==> src/rtl/sfd_pkg.sv <==
// Constants and register map for the stepper fault diagnostics block
// Operation
// - Hot warning lowers fault flag, nothing else
// - Overtemperature lowers flag and disables bridge outputs
// - Low-side sense overvoltage while on flags overcurrent
// - Confirm short after continuous delay; flag if selected
// - Confirmed short keeps output off until reset
// - High-side overcurrent while that FET conducts
// - High and low short together means shorted load
// - Delay timer starts, latches, or resets quietly
// - Step edge, clear pulse or write clears short
// - Persistent short repeats enable then disable cycle
// - Open-load monitoring only when DAC above 31
// - Limit choice bit selects open-load current level
// - Ignore open-load comparison during blank time
// - Open load after more than 15 missed cycles
// - Keep driving; clear open load on current or DAC
// - Per-phase PWM cycle counter during current rise
// - Compare against opposite phase; flag stall if larger
// - Confirm delay 2 us default, 4 us selected
// - Open-load level 20 percent default, 30 selected
// - Five-bit count difference; zero disables stall detection
// - Blank time 3.5 us default, 1.5 us selected
`default_nettype none

package sfd_pkg;

	// Clock and times, all in nanoseconds
	localparam int CLK_PERIOD_NS  = 10;
	localparam int SCT_SHORT_NS   = 2000;
	localparam int SCT_LONG_NS    = 4000;
	localparam int BLANK_LONG_NS  = 3500;
	localparam int BLANK_SHORT_NS = 1500;
	// Least times round up to whole cycles
	localparam int SCT_SHORT_CYC   = (SCT_SHORT_NS + CLK_PERIOD_NS - 1) / CLK_PERIOD_NS;
	localparam int SCT_LONG_CYC    = (SCT_LONG_NS + CLK_PERIOD_NS - 1) / CLK_PERIOD_NS;
	localparam int BLANK_LONG_CYC  = (BLANK_LONG_NS + CLK_PERIOD_NS - 1) / CLK_PERIOD_NS;
	localparam int BLANK_SHORT_CYC = (BLANK_SHORT_NS + CLK_PERIOD_NS - 1) / CLK_PERIOD_NS;

	// Timer width, confirm last counts and blank load values
	localparam int TMR_W = 10;
	localparam logic [TMR_W-1:0] SCT_SHORT_LAST = TMR_W'(SCT_SHORT_CYC - 1);
	localparam logic [TMR_W-1:0] SCT_LONG_LAST  = TMR_W'(SCT_LONG_CYC - 1);
	localparam logic [TMR_W-1:0] BLANK_LONG_LD  = TMR_W'(BLANK_LONG_CYC);
	localparam logic [TMR_W-1:0] BLANK_SHORT_LD = TMR_W'(BLANK_SHORT_CYC);

	// Bridge and open-load sizes
	localparam int NUM_FET   = 8;
	localparam int NUM_PHASE = 2;
	localparam int DAC_W     = 6;
	localparam int OL_W      = 5;
	localparam logic [DAC_W-1:0] DAC_OL_MIN  = 6'h1f;
	localparam logic [OL_W-1:0]  OL_CYCLES   = 5'h0f;
	localparam logic [OL_W-1:0]  OL_CNT_MAX  = 5'h10;

	// Register byte addresses
	localparam int ADDR_W = 8;
	localparam logic [ADDR_W-1:0] ADDR_CONFIG = 8'h00;
	localparam logic [ADDR_W-1:0] ADDR_STATUS = 8'h04;
	localparam logic [ADDR_W-1:0] ADDR_COUNT  = 8'h08;

	// Configuration fields
	localparam int CFG_BLANK  = 0;
	localparam int CFG_DELAY  = 1;
	localparam int CFG_OLSEL  = 2;
	localparam int CFG_CD_LSB = 4;
	localparam int CFG_CD_W   = 5;
	localparam int CFG_FLAG   = 12;

endpackage

`default_nettype wire

==> src/rtl/sfd_top.sv <==
// Fault diagnostics: temperature, shorts, open load, stall, APB registers
`default_nettype none

module sfd_top
	import sfd_pkg::*;
#(
	parameter int CNT_W = 8
) (
	// Clock and reset
	input  wire logic                             mclk,
	input  wire logic                             reset_n,
	// APB slave
	input  wire logic                             psel,
	input  wire logic                             penable,
	input  wire logic                             pwrite,
	input  wire logic [ADDR_W-1:0]                paddr,
	input  wire logic [31:0]                      pwdata,
	output logic      [31:0]                      prdata,
	output logic                                  pready,
	output logic                                  pslverr,
	// Temperature comparators
	input  wire logic                             hotWarn,
	input  wire logic                             overTemp,
	// Bridge FET state and overcurrent comparators
	input  wire logic [3:0]                       lowSideOn,
	input  wire logic [3:0]                       lowSideSenseOver,
	input  wire logic [3:0]                       highSideOn,
	input  wire logic [3:0]                       highSideOverCurrent,
	// Phase regulator signals
	input  wire logic [NUM_PHASE-1:0][DAC_W-1:0]  phaseDac,
	input  wire logic [NUM_PHASE-1:0]             pwmStart,
	input  wire logic [NUM_PHASE-1:0]             aboveOl20,
	input  wire logic [NUM_PHASE-1:0]             aboveOl30,
	input  wire logic [NUM_PHASE-1:0]             riseStart,
	input  wire logic [NUM_PHASE-1:0]             riseEnd,
	// Host pins
	input  wire logic                             stepIn,
	input  wire logic                             activeLowClearN,
	// Fault outputs
	output logic                                  faultOutputPinN,
	output logic                                  motorBlockedFaultN,
	output logic      [NUM_PHASE-1:0]             bridgeEnable,
	output logic      [NUM_PHASE-1:0]             openLoad,
	output logic      [NUM_PHASE-1:0]             shortedLoad
);

	typedef struct packed {
		logic                                blankSelect;
		logic                                overcurrentDelaySelect;
		logic                                openLoadLimitChoice;
		logic                                flagSelect;
		logic [CFG_CD_W-1:0]                 pwmCountDifference;
		logic                                stepPrev;
		logic [NUM_FET-1:0][TMR_W-1:0]       ocCnt;
		logic [NUM_FET-1:0]                  shortLat;
		logic [NUM_PHASE-1:0][TMR_W-1:0]     blankCnt;
		logic [NUM_PHASE-1:0]                olSeen;
		logic [NUM_PHASE-1:0][OL_W-1:0]      olCnt;
		logic [NUM_PHASE-1:0]                openLoad;
		logic [NUM_PHASE-1:0]                rising;
		logic [NUM_PHASE-1:0][CNT_W-1:0]     pwmCnt;
		logic [NUM_PHASE-1:0][CNT_W-1:0]     pwmPrev;
		logic                                stall;
		logic [NUM_PHASE-1:0]                bridgeEn;
		logic [NUM_PHASE-1:0]                shortedLoad;
		logic                                faultN;
		logic [31:0]                         rdata;
	} sfd_state_type;

	sfd_state_type st;
	sfd_state_type next_st;

	logic [NUM_FET-1:0] overCurrent;
	logic               apbSetup;
	logic               apbAccess;
	logic               cfgWrite;
	logic               addrMapped;
	logic               faultReset;
	logic [TMR_W-1:0]   confirmLast;
	logic [TMR_W-1:0]   blankLoad;

	// Saturating increment, so a long rise never wraps to a small count
	function automatic logic [CNT_W-1:0] incSat(input logic [CNT_W-1:0] v);
		logic [CNT_W-1:0] r;
		r = v;
		if (v != {CNT_W{1'b1}}) begin
			r = v + 1'b1;
		end
		return r;
	endfunction

	// Magnitude of a difference of two counts
	function automatic logic [CNT_W-1:0] absDiff(input logic [CNT_W-1:0] a, input logic [CNT_W-1:0] b);
		logic [CNT_W-1:0] r;
		r = (a > b) ? (a - b) : (b - a);
		return r;
	endfunction

	// Overcurrent sources: low sides in [3:0], high sides in [7:4]
	// sense over only counts while FET on
	// high-side current only while FET on
	assign overCurrent = {highSideOn & highSideOverCurrent, lowSideOn & lowSideSenseOver};

	// APB decode; zero wait states, so pready stays high
	assign apbSetup   = psel && !penable;
	assign apbAccess  = psel && penable;
	assign addrMapped = (paddr == ADDR_CONFIG) || (paddr == ADDR_STATUS) || (paddr == ADDR_COUNT);
	assign cfgWrite   = apbAccess && pwrite && (paddr == ADDR_CONFIG);
	assign pready     = 1'b1;
	assign pslverr    = apbAccess && (!addrMapped || (pwrite && paddr != ADDR_CONFIG));

	// step edge, clear pulse or write
	assign faultReset = (stepIn && !st.stepPrev) || !activeLowClearN || cfgWrite;

	assign confirmLast = st.overcurrentDelaySelect ? SCT_LONG_LAST : SCT_SHORT_LAST;
	assign blankLoad   = st.blankSelect ? BLANK_SHORT_LD : BLANK_LONG_LD;

	// Next state of the whole block
	always_comb begin
		logic [NUM_PHASE-1:0] lsHit;
		logic [NUM_PHASE-1:0] hsHit;
		logic                 olActive;
		logic                 olAbove;
		logic                 olEval;
		logic                 olMiss;
		int                   q;
		lsHit    = '0;
		hsHit    = '0;
		olActive = 1'b0;
		olAbove  = 1'b0;
		olEval   = 1'b0;
		olMiss   = 1'b0;
		q        = 0;
		next_st  = st;
		next_st.stepPrev = stepIn;

		// Configuration write; reserved bits are dropped
		if (cfgWrite) begin
			next_st.blankSelect            = pwdata[CFG_BLANK];
			next_st.overcurrentDelaySelect = pwdata[CFG_DELAY];
			next_st.openLoadLimitChoice    = pwdata[CFG_OLSEL];
			next_st.flagSelect             = pwdata[CFG_FLAG];
			next_st.pwmCountDifference     = pwdata[CFG_CD_LSB +: CFG_CD_W];
		end

		// Per-source short confirmation timers
		for (int i = 0; i < NUM_FET; i++) begin
			if (faultReset) begin
				// clear lets a lasting short reconfirm
				next_st.shortLat[i] = 1'b0;
				next_st.ocCnt[i]    = '0;
			end else if (st.shortLat[i]) begin
				next_st.ocCnt[i] = '0;
			end else if (overCurrent[i]) begin
				// each source timed on its own
				if (st.ocCnt[i] >= confirmLast) begin
					next_st.shortLat[i] = 1'b1;
				end else begin
					next_st.ocCnt[i] = st.ocCnt[i] + 1'b1;
				end
			end else begin
				next_st.ocCnt[i] = '0;
			end
			if (i < NUM_FET / 2) begin
				lsHit[i / 2] = lsHit[i / 2] | next_st.shortLat[i];
			end else begin
				hsHit[(i - NUM_FET / 2) / 2] = hsHit[(i - NUM_FET / 2) / 2] | next_st.shortLat[i];
			end
		end

		// Bridge enables and shorted-load report per phase
		for (int p = 0; p < NUM_PHASE; p++) begin
			next_st.bridgeEn[p]    = !overTemp && !lsHit[p] && !hsHit[p];
			next_st.shortedLoad[p] = lsHit[p] && hsHit[p];
		end

		// Open-load watch per phase
		for (int p = 0; p < NUM_PHASE; p++) begin
			olActive = phaseDac[p] > DAC_OL_MIN;
			olAbove  = st.openLoadLimitChoice ? aboveOl30[p] : aboveOl20[p];
			olEval   = (st.blankCnt[p] == '0);
			if (pwmStart[p]) begin
				next_st.blankCnt[p] = blankLoad;
			end else if (!olEval) begin
				next_st.blankCnt[p] = st.blankCnt[p] - 1'b1;
			end
			olMiss = pwmStart[p] && !st.olSeen[p] && !(olEval && olAbove);
			if (!olActive) begin
				// DAC below 32 clears at once
				next_st.olCnt[p]    = '0;
				next_st.olSeen[p]   = 1'b0;
				next_st.openLoad[p] = 1'b0;
			end else begin
				if (olEval && olAbove) begin
					next_st.olSeen[p]   = 1'b1;
					next_st.olCnt[p]    = '0;
					next_st.openLoad[p] = 1'b0;
				end
				if (pwmStart[p]) begin
					next_st.olSeen[p] = 1'b0;
				end
				if (olMiss) begin
					if (st.olCnt[p] != OL_CNT_MAX) begin
						next_st.olCnt[p] = st.olCnt[p] + 1'b1;
					end
					if (st.olCnt[p] >= OL_CYCLES) begin
						next_st.openLoad[p] = 1'b1;
					end
				end
			end
		end

		// Stall watch: PWM cycles counted per current rise
		for (int p = 0; p < NUM_PHASE; p++) begin
			q = NUM_PHASE - 1 - p;
			if (riseStart[p]) begin
				next_st.rising[p] = 1'b1;
				next_st.pwmCnt[p] = '0;
			end else if (st.rising[p] && pwmStart[p]) begin
				next_st.pwmCnt[p] = incSat(st.pwmCnt[p]);
			end
			if (riseEnd[p] && st.rising[p] && !riseStart[p]) begin
				next_st.rising[p]  = 1'b0;
				next_st.pwmPrev[p] = st.pwmCnt[p];
				// compare with opposite phase previous rise
				next_st.stall = absDiff(st.pwmCnt[p], st.pwmPrev[q]) > CNT_W'(st.pwmCountDifference);
			end
		end
		// zero margin turns stall detection off
		if (next_st.pwmCountDifference == '0) begin
			next_st.stall = 1'b0;
		end

		// Fault flag: shorts gated by the flag selection
		// hot warning only lowers the flag
		// confirmed short drives flag when selected
		next_st.faultN = !(hotWarn || overTemp || (|next_st.openLoad) || next_st.stall ||
			(next_st.flagSelect && (|next_st.shortLat)));

		// Read data captured in setup so it is stable in access
		if (apbSetup && !pwrite) begin
			next_st.rdata = '0;
			case (paddr)
				ADDR_CONFIG: begin
					next_st.rdata[CFG_BLANK]                = st.blankSelect;
					next_st.rdata[CFG_DELAY]                = st.overcurrentDelaySelect;
					next_st.rdata[CFG_OLSEL]                = st.openLoadLimitChoice;
					next_st.rdata[CFG_FLAG]                 = st.flagSelect;
					next_st.rdata[CFG_CD_LSB +: CFG_CD_W]   = st.pwmCountDifference;
				end
				ADDR_STATUS: begin
					next_st.rdata = 32'({st.bridgeEn, st.shortedLoad, st.stall, st.openLoad,
						st.shortLat, overTemp, hotWarn});
				end
				ADDR_COUNT: begin
					next_st.rdata = 32'({st.pwmPrev[1], st.pwmPrev[0]});
				end
				default: begin
					next_st.rdata = '0;
				end
			endcase
		end
	end

	// State register; reset takes constants only
	always_ff @(posedge mclk or negedge reset_n) begin
		if (!reset_n) begin
			st            <= '0;
			st.flagSelect <= 1'b1;
			st.bridgeEn   <= '1;
			st.faultN     <= 1'b1;
		end else begin
			st <= next_st;
		end
	end

	// Outputs straight from flip-flops
	assign prdata             = st.rdata;
	assign faultOutputPinN    = st.faultN;
	assign motorBlockedFaultN = !st.stall;
	assign bridgeEnable       = st.bridgeEn;
	assign openLoad           = st.openLoad;
	assign shortedLoad        = st.shortedLoad;

	// Checks on temperature handling
	AST_HOT_FLAG: assert property (@(posedge mclk) disable iff (!reset_n)
		hotWarn |=> !faultOutputPinN) else $error("hot warning did not lower fault flag");
	AST_OT_OFF: assert property (@(posedge mclk) disable iff (!reset_n)
		overTemp |=> (bridgeEnable == '0) && !faultOutputPinN) else $error("overtemperature left bridge on");

	// Checks on short confirmation and retry
	AST_SHORT_CAUSE: assert property (@(posedge mclk) disable iff (!reset_n)
		$rose(st.shortLat[0]) |-> $past(overCurrent[0]) && $past(st.ocCnt[0]) >= SCT_SHORT_LAST)
		else $error("short latched without full delay");
	AST_TIMER_CLEAR: assert property (@(posedge mclk) disable iff (!reset_n)
		!overCurrent[0] |=> st.ocCnt[0] == '0) else $error("confirm timer kept counting");
	AST_SHORT_HOLD: assert property (@(posedge mclk) disable iff (!reset_n)
		st.shortLat[0] && !faultReset |=> st.shortLat[0] && !bridgeEnable[0])
		else $error("latched short released or output on");
	AST_RETRY: assert property (@(posedge mclk) disable iff (!reset_n)
		faultReset |=> st.shortLat == '0) else $error("fault reset did not clear shorts");
	AST_SHORT_FLAG: assert property (@(posedge mclk) disable iff (!reset_n)
		(|next_st.shortLat) && next_st.flagSelect |=> !faultOutputPinN) else $error("short not on fault pin");
	AST_SHORTED_LOAD: assert property (@(posedge mclk) disable iff (!reset_n)
		st.shortedLoad[1] == ((|st.shortLat[3:2]) && (|st.shortLat[7:6])))
		else $error("shorted load report wrong");

	// Checks on open load and stall
	AST_OL_FLOOR: assert property (@(posedge mclk) disable iff (!reset_n)
		phaseDac[0] <= DAC_OL_MIN |=> !openLoad[0]) else $error("open load with low DAC");
	AST_OL_COUNT: assert property (@(posedge mclk) disable iff (!reset_n)
		$rose(openLoad[0]) |-> $past(st.olCnt[0]) >= OL_CYCLES) else $error("open load too early");
	AST_STALL_OFF: assert property (@(posedge mclk) disable iff (!reset_n)
		st.pwmCountDifference == '0 |-> motorBlockedFaultN) else $error("stall with detection off");

	// Checks on source gating and on flags that must stand still
	AST_HS_GATE: assert property (@(posedge mclk) disable iff (!reset_n)
		!highSideOn[0] |=> st.ocCnt[4] == '0) else $error("high-side timer ran while FET off");
	AST_OL_DRIVE: assert property (@(posedge mclk) disable iff (!reset_n)
		openLoad[0] && !overTemp && !(|next_st.shortLat[1:0]) && !(|next_st.shortLat[5:4])
		|=> bridgeEnable[0]) else $error("open load turned the bridge off");
	AST_STALL_HOLD: assert property (@(posedge mclk) disable iff (!reset_n)
		!(|riseEnd) && !cfgWrite |=> $stable(motorBlockedFaultN)) else $error("stall flag moved without a compare");

endmodule

`default_nettype wire

==> config.mk <==
export PLATFORM = sky130hd
export DESIGN_NAME = sfd_top
export DESIGN_NICKNAME = d
export VERILOG_FILES = /design/src/rtl/sfd_pkg.sv /design/src/rtl/sfd_top.sv
export SDC_FILE = /design/constraint.sdc
export NUM_CORES = 1
export LEC_CHECK = 0
export CAP_MARGIN = 20
export CELL_PAD_IN_SITES_DETAIL_PLACEMENT = 0
export CELL_PAD_IN_SITES_GLOBAL_PLACEMENT = 1
export CORE_ASPECT_RATIO = 2
export CORE_MARGIN = 2
export CORE_UTILIZATION = 54
export CTS_CLUSTER_SIZE = 24
export DETAILED_ROUTE_END_ITERATION = 16
export DONT_BUFFER_PORTS = 1
export GPL_TIMING_DRIVEN = 0
export PLACE_DENSITY = 0.92
export SKIP_CTS_REPAIR_TIMING = 1
export SYNTH_ARGS = -nofsm -noshare
export SYNTH_HDL_FRONTEND = slang
export SYNTH_SLANG_ARGS = --single-unit
export TNS_END_PERCENT = 5
==> constraint.sdc <==
create_clock -name mclk -period 10.1 [get_ports mclk]
set_clock_uncertainty 0.2 [all_clocks]
set_input_delay 2.02 -clock mclk [delete_from_list [all_inputs] [get_ports mclk]]
set_output_delay 2.02 -clock mclk [all_outputs]
set_load 0.02 [all_outputs]
### Word level (Yosys, flattened, before mapping)

Cells that the tools add are included.

| word-level totals | value |
|---|---|
| flip-flop bits (word level) | 204 |
| bits in latches | 0 |
| RAM bits | 0 |
| ROM bits | 0 |
| input bits | 87 |
| output and inout bits | 42 |
| logic and storage cells | 276 |
| memories | 0 |

| cells by class | value |
|---|---|
| $add $sub $neg | 18 |
| multiply operators | 0 |
| div/mod/pow operators | 0 |
| $lt $le $gt $ge | 16 |
| eq/ne operators | 18 |
| shifts and indexed selects | 0 |
| mux-type cells | 116 |
| bitwise logic cells | 6 |
| reductions and logical operators | 69 |

Operator list:

| kind | count |
|---|---|
| $mux 10 | 36 |
| $add 10x1->10 const B | 8 |
| $ge 10x9->1 | 8 |
| $mux 8 | 8 |
| $mux 1 | 55 |
| $mux 5 | 8 |
| $ne 4x4->1 const B | 8 |
| $sub 8x8->8 | 4 |
| $logic_and 1x1->1 | 27 |
| $logic_not 10->1 | 2 |
| $sub 10x1->10 const B | 2 |
| $logic_not 1->1 | 18 |
| $mux 9 | 2 |
| $add 8x1->8 const B | 2 |
| $gt 8x5->1 | 2 |
| $gt 8x8->1 | 2 |
| $ne 8x8->1 const B | 2 |
| $pmux 5 s3 | 1 |
| $gt 6x5->1 const B | 2 |
| $reduce_bool 2->1 | 6 |
| $add 5x1->5 const B | 2 |
| $ge 5x4->1 const B | 2 |
| $ne 5x5->1 const B | 2 |
| $logic_or 1x1->1 | 9 |
| other kinds (18) | 25 |

### Logic depth before layout (Yosys ltp)

| depth | value |
|---|---|
| depth in word-level cells | 11 |
| mapped depth | 19 |
| mapped depth without buffers | 18 |

### Worst setup path after synthesis

Ideal clock, no wire load.

| timing path | value |
|---|---|
| path kind | input to output |
| start | input paddr[3] |
| end | output pslverr |
| arrival time | 2.955 ns |
| required time | 7.880 ns |
| slack | 4.925 ns |
| stages | 3 |
| path buffers | 1 |
| cell sequence | buf_1 -> maj3_1 -> o211a_1 |

| on the way | value |
|---|---|
| longest elaborated chain between the ends | 6 |
| elaborated cells on any way between the ends | 10 |
| classes of those cells | eq/ne (2); reduce/logical (8) |

Ends and longest elaborated chain:

| item | line | text |
|---|---|---|
| start: declaration | sfd_top.sv:16 | `input wire logic [ADDR_W-1:0] paddr,` |
| $eq 8x3->1 or $logic_not 8->1 (tied branches) | sfd_top.sv:107 | `assign addrMapped = (paddr == ADDR_CONFIG) \|\| (paddr == ADDR_STATUS) \|\| (paddr == ADDR_COUNT);` |
| $logic_or 1x1->1 (2 in a row) | sfd_top.sv:107 |  |
| $logic_not 1->1 | sfd_top.sv:110 | `assign pslverr = apbAccess && (!addrMapped \|\| (pwrite && paddr != ADDR_CONFIG));` |
| $logic_or 1x1->1 (*) | sfd_top.sv:110 |  |
| $logic_and 1x1->1 (*) | sfd_top.sv:110 |  |
| end: declaration | sfd_top.sv:20 | `output logic pslverr,` |

Every way passes the cells marked *; elsewhere a longest branch is shown, timed or not.

### Final worst setup path

Same ends and word-level chain as after synthesis.

==> flow_metrics.py <==
metrics = {
    "run_status": {
        "status": "completed",
    },
    "timing": {
        "maxSlewHeadroom_pct": 34.5,
        "hold_slack_ps": 271,
        "timing.fmax_ghz": 0.185,
        "finalMaxSlewViolations": 0,
        "grt_setup_unrepaired": "false",
        "period_needed_ps": 5410,
        "finalHoldViolations": 0,
        "setup_viol": 0,
        "tightest_slew_ps": 977,
        "finalCritPeriodShare_pct": 53.6,
        "setup_tns_ps": 0,
    },
    "clocking": {
        "cts.sinks": 189,
        "root_buffer": "clkbuf_16",
        "cts_tree": "built",
        "clk_latency_ps": 450,
        "cts_buffers": 17,
        "clk_pin_slew_ps": 70,
        "cts_max_level": 4,
        "cts_max_path_buffers": 2,
    },
    "yosys": {
        "synth_xor_area_share_pct": 7.16,
        "syn-cell-area_sq_um": 11500,
        "synth_top_family_by_area": "simple AND/OR/NAND/NOR gates",
        "synth_flop_cell": "dfrtp_1",
        "synthAdderAreaFrac_pct": 9.71,
        "netlist_top_cells_area": "dfrtp_1 (40%), ha_1 (8.9%), nor2_1 (5.6%), xor2_1 (4.0%), xnor2_1 (3.2%)",
        "ys_types": 76,
        "synthMuxAreaShare_pct": 3.31,
        "synthCells": 1228,
        "synth-simple-area-share_pct": 20.0,
        "yosysWarnings": 0,
        "ys_ff_latch": 189,
        "synth-seq-area-share_pct": 41.2,
        "synth_compound_area_share_pct": 12.4,
        "synth_top_area_share_pct": 40.3,
        "async_reset_ff_share_pct": 100,
        "syn_avg_cell_area_sq_um": 9.36,
        "synth_edf_count": 0,
        "yosysTopAreaCell": "dfrtp_1",
    },
    "grt": {
        "grt_antenna_before_repair": 2,
        "grt_pass1_wl_mm": 43.9,
        "grt_start_max_net_pins": 190,
        "grt_overflow": 0,
        "grt_pass1_vias": 9160,
        "grt_usage_pct": 24.9,
    },
    "finish": {
        "final_util_pct": 60.0,
        "layout.nets": 1434,
        "drive_gt1_share_pct": 9.42,
        "design_area_sq_um": 12600,
        "syn_to_final_growth_pct": 9.24,
    },
    "setup_path": {
        "crit_chain": "buf_1 -> maj3_1 -> o211a_1",
        "cp.arrival_ps": 3190,
        "cp_data_required_time_ps": 7880,
        "cp-end-kind": "output port",
        "cp_slowest_cell": "buf_1",
        "start_kind": "primary input",
        "cpPeakStageDelay_ps": 580,
        "critPathKind": "in2out",
        "cp_max_fo": 10,
    },
    "flow_run": {
        "cap_violations": 0,
    },
    "pwr": {
        "p_sw_share_pct": 26.0,
        "seqPwrFrac_pct": 44.5,
        "peakVddDrop_mv": 0.0974,
        "power_frac_comb_pct": 12.7,
        "p_sw_uw": 466,
        "clock_power_share_pct": 42.8,
        "p_per_area_nw_per_um2": 143,
        "p_leak_uw": 0.00566,
        "power.total_uw": 1790,
        "p_int_uw": 1330,
    },
    "route": {
        "routedWlPerCell_um": 17.3,
        "routed_via_density": 5.73,
        "firstDrtPassIters": 5,
        "drt_iter0_drc": 477,
        "wirelength_mm": 26.7,
        "drc": 0,
        "ant_nets": 0,
        "route.vias.total": 8858,
    },
    "die": {
        "initial_core_util_pct": 54.9,
        "coreArea_sq_um": 20900,
        "dieArea_sq_um": 22500,
        "die_w_um": 107,
        "die_h_um": 210,
        "row_count": 75,
        "io_pins": 129,
    },
    "hold_path": {
        "hold_class": "reg2reg",
    },
    "placement": {
        "gp_congestion": 0.897,
        "hpwl_mm": 20.3,
        "dpl_cell_area_sq_um": 11900,
        "io_buffer_count": 0,
    },
}
path summary, 6_finish.rpt:
check	from	endpoint	slack [ps]	depth (start not counted)
max in group asynchronous	reset_n	bridgeEnable[1]	8200	0
worst max register to register	st[54]	faultOutputPinN	5280	17
worst min-delay path	prdata[16]	prdata[16]	270	2
worst min register to register	prdata[16]	prdata[16]	270	2
min in group asynchronous	reset_n	st[159]	1070	0
worst max-delay path	paddr[3]	pslverr	4690	3
flip-flops by register name, indices dropped and copies added (netlist names):
name             count
openLoad             2
st                 165
bridgeEnable         2
shortedLoad          2
faultOutputPinN      1
prdata              17
critical path: cells and delay by family:
family                   cells  cell delay (ps)
buffers and inverters        1              580
adder cells (fa/ha/maj)      1              340
AO/OA/AOI/OAI                1              250
per-stage QoR:
stage / setup slack (ps) / cells
3_3_place_gp: 4720 / 1511
2_1_floorplan: 4930 / 1242
4_1_cts: 4670 / 1543
5_1_grt: 4640 / 1545
3_5_place_dp: 4670 / 1511
6_report: 4690 / 1545
synthesized netlist by cell type, types with 4 or more instances:
master	instances
dfrtp_1	185
nor2_1	170
nand2_1	94
ha_1	82
inv_1	65
o21ai_0	53
xor2_1	52
xnor2_1	42
buf_4	41
nand3_1	40
a21oi_1	37
mux2i_1	29
and3_1	24
nor3_1	20
clkbuf_1	19
nand4_1	18
a31oi_1	16
or3_1	16
nor4_1	15
and2_1	13
o21a_1	13
nor2b_1	12
buf_2	11
a21o_1	9
a22o_1	9
nand2b_1	9
mux2_2	8
o211ai_1	8
a211oi_1	7
a21boi_0	7
a221oi_1	7
and4_1	6
o31ai_1	6
nand3b_1	5
or2_2	5
a41oi_1	4
dfstp_2	4
fa_1	4
nor3b_1	4
o41ai_1	4
or4_1	4
layout make-up:
cell class / count / area (sq um)
buffer: 75 / 465
inverter: 65 / 244
multi-input combinational: 913 / 6100
clock buffer: 18 / 439
clock inverter: 14 / 229
antenna: 2 / 5.00
sequential: 189 / 4730
tap: 269 / 337
fill: 1847 / 8370
logic make-up (layout without fill, tap and decap cells):
kind of cell | after synthesis | count (layout)
and+or+nand+nor | 469 | 469
AOI/OAI and AO/OA | 210 | 210
DFF | 189 | 189
buffers and inverters | 140 | 172
xor gates and xnor gates | 94 | 94
adders and majority gates | 87 | 87
muxes | 37 | 37
other | 2 | 18
power groups by stage:
stage / Combinational [uW] / Sequential, uW / Clock [uW]
floorplan: 186 / 804 / 0
global placement: 223 / 812 / 0
detailed placement: 227 / 813 / 0
CTS: 229 / 798 / 784
global route: 258 / 801 / 810
finish: 228 / 799 / 767
cell usage in the layout, fill, tap and decap left out, types with 40 or more instances in the layout:
master / synthesis / layout
inv_1: 65 / 65
nor2_1: 170 / 170
xor2_1: 52 / 52
nand3_1: 40 / 40
dfrtp_1: 185 / 185
xnor2_1: 42 / 42
ha_1: 82 / 82
buf_4: 41 / 41
o21ai_0: 53 / 53
nand2_1: 94 / 94
layer usage:
layer / wire (um) / up-vias / track usage (%)
li1: - / 4285 / -
met1: 9660 / 4288 / 25.4
met2: 14500 / 209 / 46.3
met3: 1130 / 76 / 4.79
met4: 1400 / 0 / 14.1
met5: 0 / - / 0
Power figures use the tool's default switching activity.
